**src/pkg/dtse_pkg.sv**
```systemverilog
// Constants and types for the dual port transfer/search engine
package dtse_pkg;
    localparam int          ADDR_W       = 16;
    localparam int          DATA_W       = 8;
    localparam int          CYC_W        = 2;
    localparam logic [1:0]  CYC_MIN      = 2'h2;
    localparam logic [15:0] CNT_ZERO     = 16'h0000;
    localparam logic [15:0] ADDR_STEP    = 16'h0001;
    localparam logic [7:0]  VEC_RST      = 8'h00;
    localparam logic [1:0]  VEC_MATCH    = 2'h1;
    localparam logic [1:0]  VEC_EOB      = 2'h2;
    localparam logic [1:0]  VEC_BOTH     = 2'h3;
    localparam logic [1:0]  VEC_RDY      = 2'h0;

    typedef enum logic [1:0] {CLS_XFER = 2'h1, CLS_SRCH = 2'h2, CLS_BOTH = 2'h3} dtse_class_type;
    typedef enum logic [1:0] {MOD_BYTE = 2'h0, MOD_BURST = 2'h1, MOD_CONT = 2'h2} dtse_mode_type;
    typedef enum logic [1:0] {ADR_FIX = 2'h0, ADR_INC = 2'h1, ADR_DEC = 2'h2} dtse_step_type;

    // Per port configuration
    typedef struct packed {
        logic              is_io;
        dtse_step_type     step;
        logic [CYC_W-1:0]  rd_cyc;
        logic [CYC_W-1:0]  wr_cyc;
        logic [ADDR_W-1:0] start;
    } dtse_port_type;

    // Whole control word, written while idle
    typedef struct packed {
        dtse_class_type    cls;
        dtse_mode_type     mode;
        logic              a_is_src;
        logic [15:0]       len_m1;
        logic [7:0]        match;
        logic [7:0]        mask;
        logic              stop_on_match;
        logic              auto_restart;
        logic              ie_rdy;
        logic              ie_match;
        logic              ie_eob;
        logic              vec_mod;
        logic [7:0]        vector;
    } dtse_ctrl_type;

    // Status seen by the processor
    typedef struct packed {
        logic        rdy_seen;
        logic        matched;
        logic        eob;
        logic        int_pend;
        logic [15:0] count;
        logic [15:0] addr_a;
        logic [15:0] addr_b;
    } dtse_stat_type;
endpackage

```
**src/logic/dtse_engine.sv**
```systemverilog
// Transfer/search engine, with its byte FIFO
`timescale 1ns/1ns
module dtse_fifo #(
    parameter int WIDTH = 8,
    parameter int DEPTH = 32
)(
    input  wire logic             i_ref_clk,
    input  wire logic             i_sys_rst,
    input  wire logic             i_in_valid,
    output logic                  o_in_ready,
    input  wire logic [WIDTH-1:0] i_in_data,
    output logic                  o_out_valid,
    input  wire logic             i_out_ready,
    output logic      [WIDTH-1:0] o_out_data
);
    localparam int AW = $clog2(DEPTH);
    logic [WIDTH-1:0] mem_q [DEPTH];
    logic [AW-1:0]    wp_q;
    logic [AW-1:0]    rp_q;
    logic [AW:0]      cnt_q;
    logic             push;
    logic             pop;

    assign o_in_ready  = (cnt_q < (AW+1)'(DEPTH));
    assign o_out_valid = (cnt_q != '0);
    assign push        = i_in_valid && o_in_ready;
    assign pop         = o_out_valid && i_out_ready;
    assign o_out_data  = mem_q[rp_q];

    always_ff @(posedge i_ref_clk)
    begin
        if (push)
            mem_q[wp_q] <= i_in_data;
    end

    always_ff @(posedge i_ref_clk)
    begin
        if (i_sys_rst)
        begin
            wp_q  <= '0;
            rp_q  <= '0;
            cnt_q <= '0;
        end
        else
        begin
            if (push)
                wp_q <= (wp_q == AW'(DEPTH-1)) ? '0 : wp_q + 1'b1;
            if (pop)
                rp_q <= (rp_q == AW'(DEPTH-1)) ? '0 : rp_q + 1'b1;
            cnt_q <= cnt_q + (AW+1)'(push) - (AW+1)'(pop);
        end
    end
endmodule // dtse_fifo

`timescale 1ns/1ns
module dtse_engine #(
    parameter int FIFO_DEPTH = 32
)(
    input  wire logic                       i_ref_clk,
    input  wire logic                       i_sys_rst,
    input  wire dtse_pkg::dtse_ctrl_type    i_ctrl,
    input  wire dtse_pkg::dtse_port_type    i_port_a,
    input  wire dtse_pkg::dtse_port_type    i_port_b,
    input  wire logic                       i_ctrl_wr,
    input  wire logic                       i_enable_cmd,
    input  wire logic                       i_load_cmd,
    input  wire logic                       i_clr_status,
    input  wire logic                       i_wide_bus,
    input  wire logic                       i_rdy_a,
    input  wire logic                       i_rdy_b,
    input  wire logic                       i_bus_grant_in,
    input  wire logic                       i_bus_request_line,
    input  wire logic                       i_int_ack,
    input  wire logic                       i_int_en_in,
    input  wire logic [15:0]                i_data,
    output logic                            o_bus_request_line_oe,
    output logic                            o_bus_grant_out,
    output logic                            o_bus_own,
    output logic [15:0]                     o_addr,
    output logic [15:0]                     o_data,
    output logic                            o_data_oe,
    output logic                            o_mem_req,
    output logic                            o_io_req,
    output logic                            o_rd,
    output logic                            o_wr,
    output logic                            o_int,
    output logic                            o_int_en_out,
    output logic [7:0]                      o_vector,
    output logic                            o_enabled,
    output logic                            o_ctrl_accepted,
    output dtse_pkg::dtse_stat_type         o_status
);
    typedef enum logic [2:0] {
        ST_IDLE = 3'h0, ST_REQ = 3'h1, ST_RD = 3'h3, ST_WR = 3'h2, ST_DONE = 3'h6,
        ST_HOLD = 3'h7
    } dtse_state_type;

    dtse_state_type          st_q;
    dtse_pkg::dtse_ctrl_type ctl_q;
    dtse_pkg::dtse_port_type pa_q;
    dtse_pkg::dtse_port_type pb_q;
    dtse_pkg::dtse_stat_type sts_q;
    logic [15:0]  buf_a_q;
    logic [15:0]  buf_b_q;
    logic [15:0]  cnt_q;
    logic [1:0]   cyc_q;
    logic         en_q;
    logic         int_q;
    logic [2:0]   ra_q;
    logic [2:0]   rb_q;
    logic [2:0]   rq_q;
    logic [2:0]   gi_q;
    logic         rdy_a;
    logic         rdy_b;
    logic         other_req;
    logic         grant;
    logic         rdy_src;
    logic         is_match;
    logic         last;
    logic         do_write;
    logic         cyc_end;
    logic [1:0]   cyc_len;
    logic         f_in_rdy;
    logic         f_out_v;
    logic [7:0]   f_out_d;
    logic [15:0]  data_q;

    // Three stage sync, change accepted when stages two and three agree
    always_ff @(posedge i_ref_clk)
    begin
        if (i_sys_rst)
        begin
            ra_q <= 3'h0;
            rb_q <= 3'h0;
            rq_q <= 3'h0;
            gi_q <= 3'h0;
            rdy_a <= 1'b0;
            rdy_b <= 1'b0;
            other_req <= 1'b0;
            grant <= 1'b0;
        end
        else
        begin
            ra_q <= {ra_q[1:0], i_rdy_a};
            rb_q <= {rb_q[1:0], i_rdy_b};
            rq_q <= {rq_q[1:0], i_bus_request_line};
            gi_q <= {gi_q[1:0], i_bus_grant_in};
            if (ra_q[2] == ra_q[1]) rdy_a <= ra_q[2];
            if (rb_q[2] == rb_q[1]) rdy_b <= rb_q[2];
            if (rq_q[2] == rq_q[1]) other_req <= rq_q[2];
            if (gi_q[2] == gi_q[1]) grant <= gi_q[2];
        end
    end

    function automatic logic [15:0] step_addr(input logic [15:0] a,
                                             input dtse_pkg::dtse_step_type s);
        step_addr = (s == dtse_pkg::ADR_INC) ? a + dtse_pkg::ADDR_STEP :
                    (s == dtse_pkg::ADR_DEC) ? a - dtse_pkg::ADDR_STEP : a;
    endfunction

    assign rdy_src  = ctl_q.a_is_src ? rdy_a : rdy_b;
    assign is_match = f_out_v && (((f_out_d ^ ctl_q.match) & ~ctl_q.mask) == 8'h00);
    assign last     = (cnt_q == ctl_q.len_m1);
    assign do_write = (ctl_q.cls != dtse_pkg::CLS_SRCH);
    assign cyc_len  = (st_q == ST_RD) ? (ctl_q.a_is_src ? pa_q.rd_cyc : pb_q.rd_cyc)
                                      : (ctl_q.a_is_src ? pb_q.wr_cyc : pa_q.wr_cyc);
    assign cyc_end  = (cyc_q >= cyc_len) && (cyc_q >= dtse_pkg::CYC_MIN - 2'h1);

    dtse_fifo #(.WIDTH(dtse_pkg::DATA_W), .DEPTH(FIFO_DEPTH)) u_fifo (
        .i_ref_clk   (i_ref_clk),
        .i_sys_rst   (i_sys_rst),
        .i_in_valid  (st_q == ST_RD && cyc_end),
        .o_in_ready  (f_in_rdy),
        .i_in_data   (i_data[7:0]),
        .o_out_valid (f_out_v),
        .i_out_ready (st_q == ST_WR && cyc_end),
        .o_out_data  (f_out_d)
    );

    // Control interface; writes only while buses are not owned
    always_ff @(posedge i_ref_clk)
    begin
        if (i_sys_rst)
        begin
            ctl_q   <= '0;
            pa_q    <= '0;
            pb_q    <= '0;
            en_q    <= 1'b0;
            buf_a_q <= dtse_pkg::CNT_ZERO;
            buf_b_q <= dtse_pkg::CNT_ZERO;
        end
        else if (st_q == ST_IDLE || st_q == ST_DONE)
        begin
            if (i_ctrl_wr)
            begin
                ctl_q <= i_ctrl;
                pa_q  <= i_port_a;
                pb_q  <= i_port_b;
                en_q  <= 1'b0;
            end
            else if (i_enable_cmd)
                en_q <= 1'b1;
            if (i_load_cmd)
            begin
                buf_a_q <= i_port_a.start;
                buf_b_q <= i_port_b.start;
            end
        end
        else if (st_q == ST_WR && cyc_end && last && !ctl_q.auto_restart)
            en_q <= 1'b0;
        else if (st_q == ST_WR && cyc_end && is_match && ctl_q.stop_on_match
                 && ctl_q.cls != dtse_pkg::CLS_XFER)
            en_q <= 1'b0;
    end
    assign o_ctrl_accepted = i_ctrl_wr && (st_q == ST_IDLE || st_q == ST_DONE);

    // Bus tenure sequencer
    always_ff @(posedge i_ref_clk)
    begin
        if (i_sys_rst)
        begin
            st_q  <= ST_IDLE;
            cyc_q <= 2'h0;
            cnt_q <= dtse_pkg::CNT_ZERO;
            data_q <= 16'h0000;
            sts_q <= '0;
        end
        else
        begin
            if (i_clr_status)
            begin
                sts_q.rdy_seen <= 1'b0;
                sts_q.matched  <= 1'b0;
                sts_q.eob      <= 1'b0;
            end
            sts_q.count  <= cnt_q;
            cyc_q <= (cyc_end || st_q == ST_IDLE || st_q == ST_REQ || st_q == ST_HOLD)
                     ? 2'h0 : cyc_q + 2'h1;
            case (st_q)
                ST_IDLE:
                begin
                    if (i_load_cmd)
                    begin
                        sts_q.addr_a <= i_port_a.start;
                        sts_q.addr_b <= i_port_b.start;
                        cnt_q <= dtse_pkg::CNT_ZERO;
                    end
                    if (en_q && rdy_src && !other_req)
                    begin
                        st_q <= ST_REQ;
                        sts_q.rdy_seen <= 1'b1;
                    end
                end
                ST_REQ:
                    if (grant)
                        st_q <= ST_RD;
                ST_RD:
                    if (cyc_end && f_in_rdy)
                    begin
                        data_q <= i_wide_bus ? i_data : {8'h00, i_data[7:0]};
                        st_q <= ST_WR;
                    end
                ST_WR:
                    if (cyc_end)
                    begin
                        if (is_match && ctl_q.cls != dtse_pkg::CLS_XFER)
                            sts_q.matched <= 1'b1;
                        sts_q.addr_a <= step_addr(sts_q.addr_a, pa_q.step);
                        sts_q.addr_b <= step_addr(sts_q.addr_b, pb_q.step);
                        cnt_q <= cnt_q + 16'h0001;
                        if (last)
                        begin
                            sts_q.eob <= 1'b1;
                            cnt_q <= dtse_pkg::CNT_ZERO;
                            if (ctl_q.auto_restart)
                            begin
                                sts_q.addr_a <= buf_a_q;
                                sts_q.addr_b <= buf_b_q;
                            end
                            st_q <= ST_DONE;
                        end
                        else if (is_match && ctl_q.stop_on_match && ctl_q.cls != dtse_pkg::CLS_XFER)
                            st_q <= ST_DONE;
                        else if (ctl_q.mode == dtse_pkg::MOD_BYTE)
                            st_q <= ST_DONE;
                        else if (ctl_q.mode == dtse_pkg::MOD_BURST && !rdy_src)
                            st_q <= ST_DONE;
                        else if (rdy_src)
                            st_q <= ST_RD;
                        else
                            st_q <= ST_HOLD;
                    end
                ST_HOLD:
                    if (rdy_src)
                        st_q <= ST_RD;
                ST_DONE:
                    st_q <= ST_IDLE;
                default:
                    st_q <= ST_IDLE;
            endcase
        end
    end

    // Interrupt daisy chain with vector modification
    always_ff @(posedge i_ref_clk)
    begin
        if (i_sys_rst)
            int_q <= 1'b0;
        else if (st_q == ST_WR && cyc_end &&
                 ((ctl_q.ie_eob && last) ||
                  (ctl_q.ie_match && is_match && ctl_q.cls != dtse_pkg::CLS_XFER)))
            int_q <= 1'b1;
        else if (st_q == ST_IDLE && en_q && rdy_src && ctl_q.ie_rdy)
            int_q <= 1'b1;
        else if (i_int_ack)
            int_q <= 1'b0;
    end

    always_ff @(posedge i_ref_clk)
    begin
        if (i_sys_rst)
            o_vector <= dtse_pkg::VEC_RST;
        else if (!ctl_q.vec_mod)
            o_vector <= ctl_q.vector;
        else
            o_vector <= {ctl_q.vector[7:3],
                         sts_q.matched && sts_q.eob ? dtse_pkg::VEC_BOTH :
                         sts_q.eob ? dtse_pkg::VEC_EOB :
                         sts_q.matched ? dtse_pkg::VEC_MATCH : dtse_pkg::VEC_RDY,
                         ctl_q.vector[0]};
    end

    assign o_int        = int_q && i_int_en_in;
    assign o_int_en_out = i_int_en_in && !int_q;
    assign o_status     = '{rdy_seen: sts_q.rdy_seen, matched: sts_q.matched, eob: sts_q.eob,
                            int_pend: int_q, count: sts_q.count, addr_a: sts_q.addr_a,
                            addr_b: sts_q.addr_b};
    assign o_enabled    = en_q;

    // Bus outputs; address, strobes and data enable active only while buses are owned, request and grant out are not
    assign o_bus_own             = grant && o_bus_request_line_oe && st_q != ST_REQ;
    assign o_bus_request_line_oe = (st_q != ST_IDLE && st_q != ST_DONE);
    assign o_bus_grant_out       = grant && !o_bus_request_line_oe;
    assign o_addr    = !o_bus_own ? 16'h0000 :
                       ((st_q == ST_RD) == ctl_q.a_is_src) ? sts_q.addr_a : sts_q.addr_b;
    assign o_data    = data_q;
    assign o_data_oe = o_bus_own && st_q == ST_WR && do_write;
    assign o_rd      = o_bus_own && st_q == ST_RD;
    assign o_wr      = o_data_oe;
    assign o_io_req  = o_bus_own && ((st_q == ST_RD) == ctl_q.a_is_src ? pa_q.is_io : pb_q.is_io);
    assign o_mem_req = o_bus_own && !o_io_req;
endmodule // dtse_engine

```
**config.mk**
```make
export PLATFORM = sky130hd
export DESIGN_NAME = dtse_engine
export DESIGN_NICKNAME = d
export VERILOG_FILES = /design/src/pkg/dtse_pkg.sv /design/src/logic/dtse_engine.sv
export SDC_FILE = /design/constraint.sdc
export NUM_CORES = 1
export LEC_CHECK = 0
export BUFFER_PORTS_ARGS = -buffer_cell sky130_fd_sc_hd__buf_4
export CAP_MARGIN = 20
export CORE_UTILIZATION = 30
export DETAILED_ROUTE_END_ITERATION = 8
export PLACE_DENSITY_LB_ADDON = 0.25
export REMOVE_ABC_BUFFERS = 1
export SLEW_MARGIN = 20
export SYNTH_ARGS = -nofsm -noshare
export SYNTH_HDL_FRONTEND = slang
export SYNTH_SLANG_ARGS = --single-unit
```
**constraint.sdc**
```tcl
create_clock -name i_ref_clk -period 4 [get_ports i_ref_clk]
set_input_delay 1.2 -clock i_ref_clk [delete_from_list [all_inputs] [get_ports i_ref_clk]]
set_output_delay 1.2 -clock i_ref_clk [all_outputs]
set_load 0.05 [all_outputs]
```
# Word-level counts from Yosys, hierarchy flattened
# Memory sizes are Yosys's and may differ from the RTL's. A register that Yosys moved wholly into a read port is not among the register bits.
# Index checks and enable logic that the tools add are counted.
# W data, S select, Z words.
op_classes:
  n_addsub: 10
  n_lt_le_gt_ge: 3
  eq_ne: 29
  n_mux: 57
  n_bitwise: 3
  n_reduce_logical: 64
op_table:
  columns: ["op", "n"]
  rows:
  - ["$mux W16", 10]
  - ["$mux W32", 4]
  - ["$pmux W32 S2", 1]
  - ["$add A16 B1 Y16 const B", 3]
  - ["$logic_and A1 B1 Y1", 38]
  - ["$mux W3", 12]
  - ["$pmux W16 S2", 1]
  - ["$sub A16 B1 Y16 const B", 2]
  - ["$mux W5", 4]
  - ["$mux W1", 17]
  - ["$eq A16 B16 Y1", 1]
  - ["$pmux W3 S5", 1]
  - ["$mux W2", 7]
  - ["$ne A2 B2 Y1 const B", 7]
  - ["$add A5 B1 Y5 const B", 2]
  - ["$eq A5 B5 Y1 const B", 2]
  - ["$reduce_bool A3 Y1", 3]
  - ["$and A8 B8 Y8", 1]
  - ["$logic_not A8 Y1", 1]
  - ["$not A8 Y8", 1]
  - ["$reduce_and A2 Y1", 4]
  - ["$xor A8 B8 Y8", 1]
  - ["$add A6 B1 Y6", 1]
  - ["$eq A2 B1 Y1 const B", 3]
  - ["22 further kinds", 39]
totals:
  register_bits: 227
  mem_bits_rw: 256
  in_bits: 126
  output_inout_bits: 104
  mem_count: 1
mem_list:
  columns: ["name", "depth", "width", "read_ports", "rd_ports_with_merged_regs", "wr", "line_no", "rtl"]
  rows:
  - ["u_fifo.mem_q", 32, 8, 1, 1, 1, "dtse_engine.sv:17", "logic [WIDTH-1:0] mem_q [DEPTH];"]

# Logic depth before layout (Yosys ltp)
depth:
  ltp_word: 11
  depth_mapped: 19
  ltp_nobuf: 18

# Modules after synthesis
# From an unflattened synthesis, not the netlist that was laid out.
unflattened:
  hier_cells: 1893
  area_unflattened_um2: 21065.2
by_module_without_submodules:
  columns: ["mod", "instances", "cells_each", "area_each_um2"]
  rows:
  - ["dtse_fifo", 1, 624, 11066.9]
  - ["dtse_engine", 1, 1269, 9998.3]

# Least setup slack after synthesis
# No wires, ideal clock.
synth_timing:
  path_type: "reg-to-reg"
  start: "register st_q[1]"
  end: "register u_fifo.cnt_q[4]"
  setup_time_ps: 128
  arrival_time_ps: 3963
  t_required_ps: 3872
  slack_ps: -91
  path_stages_with_launch: 20
  n_path_buf: 1
  cell_sequence: "dfxtp_1 clkbuf_1 nand2_1 nor2_1 mux4_2 ha_1 nand2b_1 a21oi_1 nor2_1 nand2_1 nor2_1 ha_1 inv_1 ha_1 fa_1 a21oi_1 nor2_1 nor2_1 xor2_1 nor2_1"
synth_via:
  elab_chain_len: 8
synth_rtl:
  columns: ["item", "line_no", "rtl"]
  rows:
  - ["start, declared", "dtse_engine.sv:98", "dtse_state_type st_q;"]
  - ["start signal, assigned", "dtse_engine.sv:222", "st_q <= ST_IDLE;"]
  - ["start signal, assigned", "dtse_engine.sv:250", "st_q <= ST_REQ;"]
  - ["start signal, assigned", "dtse_engine.sv:256", "st_q <= ST_RD;"]
  - ["$eq A3 B2 Y1", "dtse_engine.sv:165, dtse_engine.sv:172", null]
  - ["$mux W2", "dtse_engine.sv:165", "assign cyc_len = (st_q == ST_RD) ? (ctl_q.a_is_src ? pa_q.rd_cyc : pb_q.rd_cyc)"]
  - ["$ge A2 B2 Y1", "dtse_engine.sv:167", "assign cyc_end = (cyc_q >= cyc_len) && (cyc_q >= dtse_pkg::CYC_MIN - 2'h1);"]
  - ["$logic_and A1 B1 Y1", "dtse_engine.sv:167", null]
  - ["$logic_and A1 B1 Y1", "dtse_engine.sv:172", ".i_in_valid (st_q == ST_RD && cyc_end),"]
  - ["$logic_and A1 B1 Y1", "dtse_engine.sv:26", "assign push = i_in_valid && o_in_ready;"]
  - ["$add A6 B1 Y6", "dtse_engine.sv:50", "cnt_q <= cnt_q + (AW+1)'(push) - (AW+1)'(pop);"]
  - ["$sub A6 B1 Y6 *", "dtse_engine.sv:50", null]
  - ["end signal, assigned", "dtse_engine.sv:50", null]
  - ["end, declared", "dtse_engine.sv:20", "logic [AW:0] cnt_q;"]
# Every way passes the cells marked *; elsewhere a longest branch is shown, timed or not.
# A chain may end at the register's enable or synchronous reset.

# Worst setup path after layout
# Same ends and word-level chain as after synthesis.

==> out/metrics.cfg <==
[outcome]
status=completed

[route]
drc=0
drt_wl_total_mm=58.0
vias_per_cell=4.88
vias=15200
initialDrtViolationCount=1177
drt_pass1_iterations=5
ant_nets=0
wire_per_inst_um=18.6

[worst_hold_path]
holdPathEnd=cyc_q[0]$_SDFF_PP0_
hp-start=cyc_q[0]$_SDFF_PP0_
hold_depth=1
hold_path.class=flip-flop to flip-flop

[grt]
grt_antenna_before_repair=1
grt_overflow=0
grt_pass1_wl_mm=87.4
grt_max_degree=67
track_usage=0.161
grt_pass1_vias=14800

[timing]
fmax_mhz=271
finalHoldViolCount=0
relSlewSlack=0.456
post-route-min-period_ns=3.69
tightestPinTransition_ns=0.814
report.final.slew_viol_count=0
finalCritPeriodShare=0.922
rsz0062_at_grt=no
clock_skew_ns=0.0274
setup_viol=0

[worst_setup_path]
worstSetupPathType=flip-flop to flip-flop
cp_common_cell=nor2_1
critical_path_required_ns=4.49
cp_max_fo=6
ff2ff_setup_slack_ns=0.31
slowest_stage=mux4_2
start_kind=flip-flop
crit_path_end_kind=flip-flop
worstReg2RegStart=st_q[1]$_SDFFE_PP0P_
cp_data_arrival_time_ns=4.17
cpLargestDelayFamily=adder cells
path_depth=19
rr_endpoint=u_fifo.cnt_q[4]$_SDFF_PP0_
cp.buffers_inverters=3
cp_slowest_stage_delay_ns=0.49
crit_chain=nand2_1, nor2_1, buf_4, mux4_2, inv_1, ha_1, a21oi_1, nor2_1, nand2_1, nor2_1, ha_1, inv_1, ha_1, fa_1, a21oi_1, nor2_1, nor2_1, xor2_1, nor2_1
ff2ff_path_depth=19

[finish]
final_cells=3119
num_antenna_cells=0
layout_commonest_cell=nand2_1
nets=2294
drive_gt1_frac=0.209
final_cell_mix=nand2_1, buf_4, edfxtp_1
final_util=0.372
fillers=6760
area_growth_pct=22.4

[clock_tree]
cts_buffer_depth=3
root_buffer=clkbuf_16
cts_tree=yes
insertion_delay_ns=0.62
numCtsBuffers=55
cts_hold_buf=0
postCtsSetupRepairBufs=0
cts_resized=1
cts-htree-levels=2
cts.clk_slew.worst_paths_ns=0.06
clkSinkCount=488

[floorplan]
dieHeight_um=266
num_io_pins=230
die_x_um=266
initial_utilization=0.304
rows=96
core_mm2=0.0688
die_area_mm2=0.0708

[synth]
synth.distinct_cells=82
seq_area_frac_synth=0.589
synthCells=1899
synth-edff-count=256
postSynthAreaPerCell_um2=11.0
syn_area_mm2=0.0209
ys_ff_latch=488
synthArstFlopShare=0
synth_ff_type=edfxtp_1
yosysWarningCount=0

[power_and_ir_drop]
leakage_nw=9.18
switching_power_mw=2.57
peakVddDrop_v=0.000303
power_density_mw_per_mm2=421
share_comb_of_total_power=0.060
total_power_mw=10.8
clkPwrFrac=0.436
share_seq_of_total_power=0.504
p_sw_frac=0.238
p_int_mw=8.22

[place]
post-dp-hpwl_mm=39.5
portBuffers=229
dp_cells=3018
routabilityCongestion=0.818

[job]
drv_cap=0

==> layout make-up <==
class | count | area (um2) | share of cell area
tap | 931 | 1160 | 0.0455
timing repair buffer | 313 | 2400 | 0.0939
sequential | 488 | 12300 | 0.482
inverter | 35 | 131 | 0.00513
multi-input combinational | 1251 | 7890 | 0.308
clock buffer | 70 | 1440 | 0.0564
clock inverter | 31 | 223 | 0.00870
==> sequential cells by signal (all words and copies together) (netlist names), 3 cells and up, named ones only <==
| signal | cells |
|---|---|
| u_fifo.cnt_q | 6 |
| u_fifo.wp_q | 5 |
| cnt_q | 16 |
| ra_q | 3 |
| u_fifo.rp_q | 5 |
| buf_b_q | 16 |
| pa_q | 7 |
| ctl_q | 51 |
| o_vector | 8 |
| o_status | 51 |
| pb_q | 7 |
| rb_q | 3 |
| u_fifo.mem_q | 256 |
| st_q | 3 |
| buf_a_q | 16 |
| o_data | 16 |
| rq_q | 3 |
| gi_q | 3 |
==> power by group through the flow <==
| stage | registers, mW | logic, mW | clock network [mW] |
|---|---|---|---|
| CTS | 5.44 | 0.653 | 4.85 |
| global placement | 5.54 | 0.643 | 0 |
| finish | 5.44 | 0.648 | 4.70 |
| detailed placement | 5.54 | 0.651 | 0 |
| floorplan | 5.59 | 0.256 | 0 |
| global route | 5.45 | 0.710 | 5.04 |
==> layer usage <==
| layer | track usage | part of all wire |
|---|---|---|
| met3 | 0.0318 | 0.063 |
| met5 | 0 | 0.00012 |
| met2 | 0.264 | 0.47 |
| met1 | 0.215 | 0.45 |
| met4 | 0.0412 | 0.021 |
==> kinds of logic after synthesis <==
| family | after synthesis | synth area share |
|---|---|---|
| AND/OR/NAND/NOR | 676 | 0.145 |
| flip-flops | 488 | 0.589 |
| AO/OA/AOI/OAI | 345 | 0.0974 |
| buffers and inverters | 160 | 0.0347 |
| multiplexers | 138 | 0.0899 |
| XOR/XNOR | 68 | 0.0285 |
| adder cells (fa/ha/maj) | 24 | 0.0147 |
==> synthesized netlist by cell type, drive strengths merged (5+ instances only) <==
library cell	n	area share
nor3b	7	0.0028
edfxtp	256	0.37
or3	6	0.0018
and3	8	0.0024
xor2	25	0.010
clkbuf	91	0.016
a21oi	201	0.048
inv	35	0.0063
and2	8	0.0024
a22oi	19	0.0068
nand3b	8	0.0029
dfxtp	232	0.22
nor4	9	0.0027
a211oi	32	0.011
o21ai	33	0.0079
a31oi	12	0.0036
nand3	37	0.0091
nand4	10	0.0033
o22ai	8	0.0024
buf	34	0.012
nor3	26	0.0067
nand2	324	0.058
mux4	38	0.042
nor2	160	0.029
ha	23	0.014
nor2b	49	0.015
nand2b	5	0.0015
xnor2	43	0.018
mux2i	96	0.046
==> worst reg2reg max path, cell delays in order (launching register included) <==
cell     delay [ns]
dfxtp_1        0.34
nand2_1        0.08
nor2_1         0.19
buf_4          0.20
mux4_2         0.49
inv_1          0.07
ha_1           0.22
a21oi_1        0.18
nor2_1         0.13
nand2_1        0.10
nor2_1         0.07
ha_1           0.30
inv_1          0.04
ha_1           0.20
fa_1           0.43
a21oi_1        0.14
nor2_1         0.05
nor2_1         0.11
xor2_1         0.15
nor2_1         0.05
==> worst max-delay path by stage <==
stage / from / to / slack [ns]
after floorplan: st_q[1]$_SDFFE_PP0P_ / cnt_q[11]$_SDFFE_PP0P_ / -1.43
after global placement: st_q[1]$_SDFFE_PP0P_ / u_fifo.cnt_q[4]$_SDFF_PP0_ / 0.34
after detailed placement: st_q[1]$_SDFFE_PP0P_ / u_fifo.cnt_q[4]$_SDFF_PP0_ / 0.34
after CTS: st_q[1]$_SDFFE_PP0P_ / o_addr[8] / 0.21
after global routing: st_q[1]$_SDFFE_PP0P_ / u_fifo.cnt_q[5]$_SDFF_PP0_ / 0.003
final: st_q[1]$_SDFFE_PP0P_ / u_fifo.cnt_q[4]$_SDFF_PP0_ / 0.31
==> metrics by stage <==
| step | hold slack, ns | area (um2) | setup TNS, ns | setup slack, ns |
|---|---|---|---|---|
| after global routing | 0.439 | 25600 | 0 | 0.00330 |
| after detailed placement | 0.415 | 23900 | 0 | 0.337 |
| after CTS | 0.423 | 25600 | 0 | 0.212 |
| final | 0.418 | 25600 | 0 | 0.311 |
| after global placement | 0.411 | 23900 | 0 | 0.336 |
| after floorplan | 0.399 | 20300 | -102.76 | -1.43 |
Power figures use the tool's default switching activity.
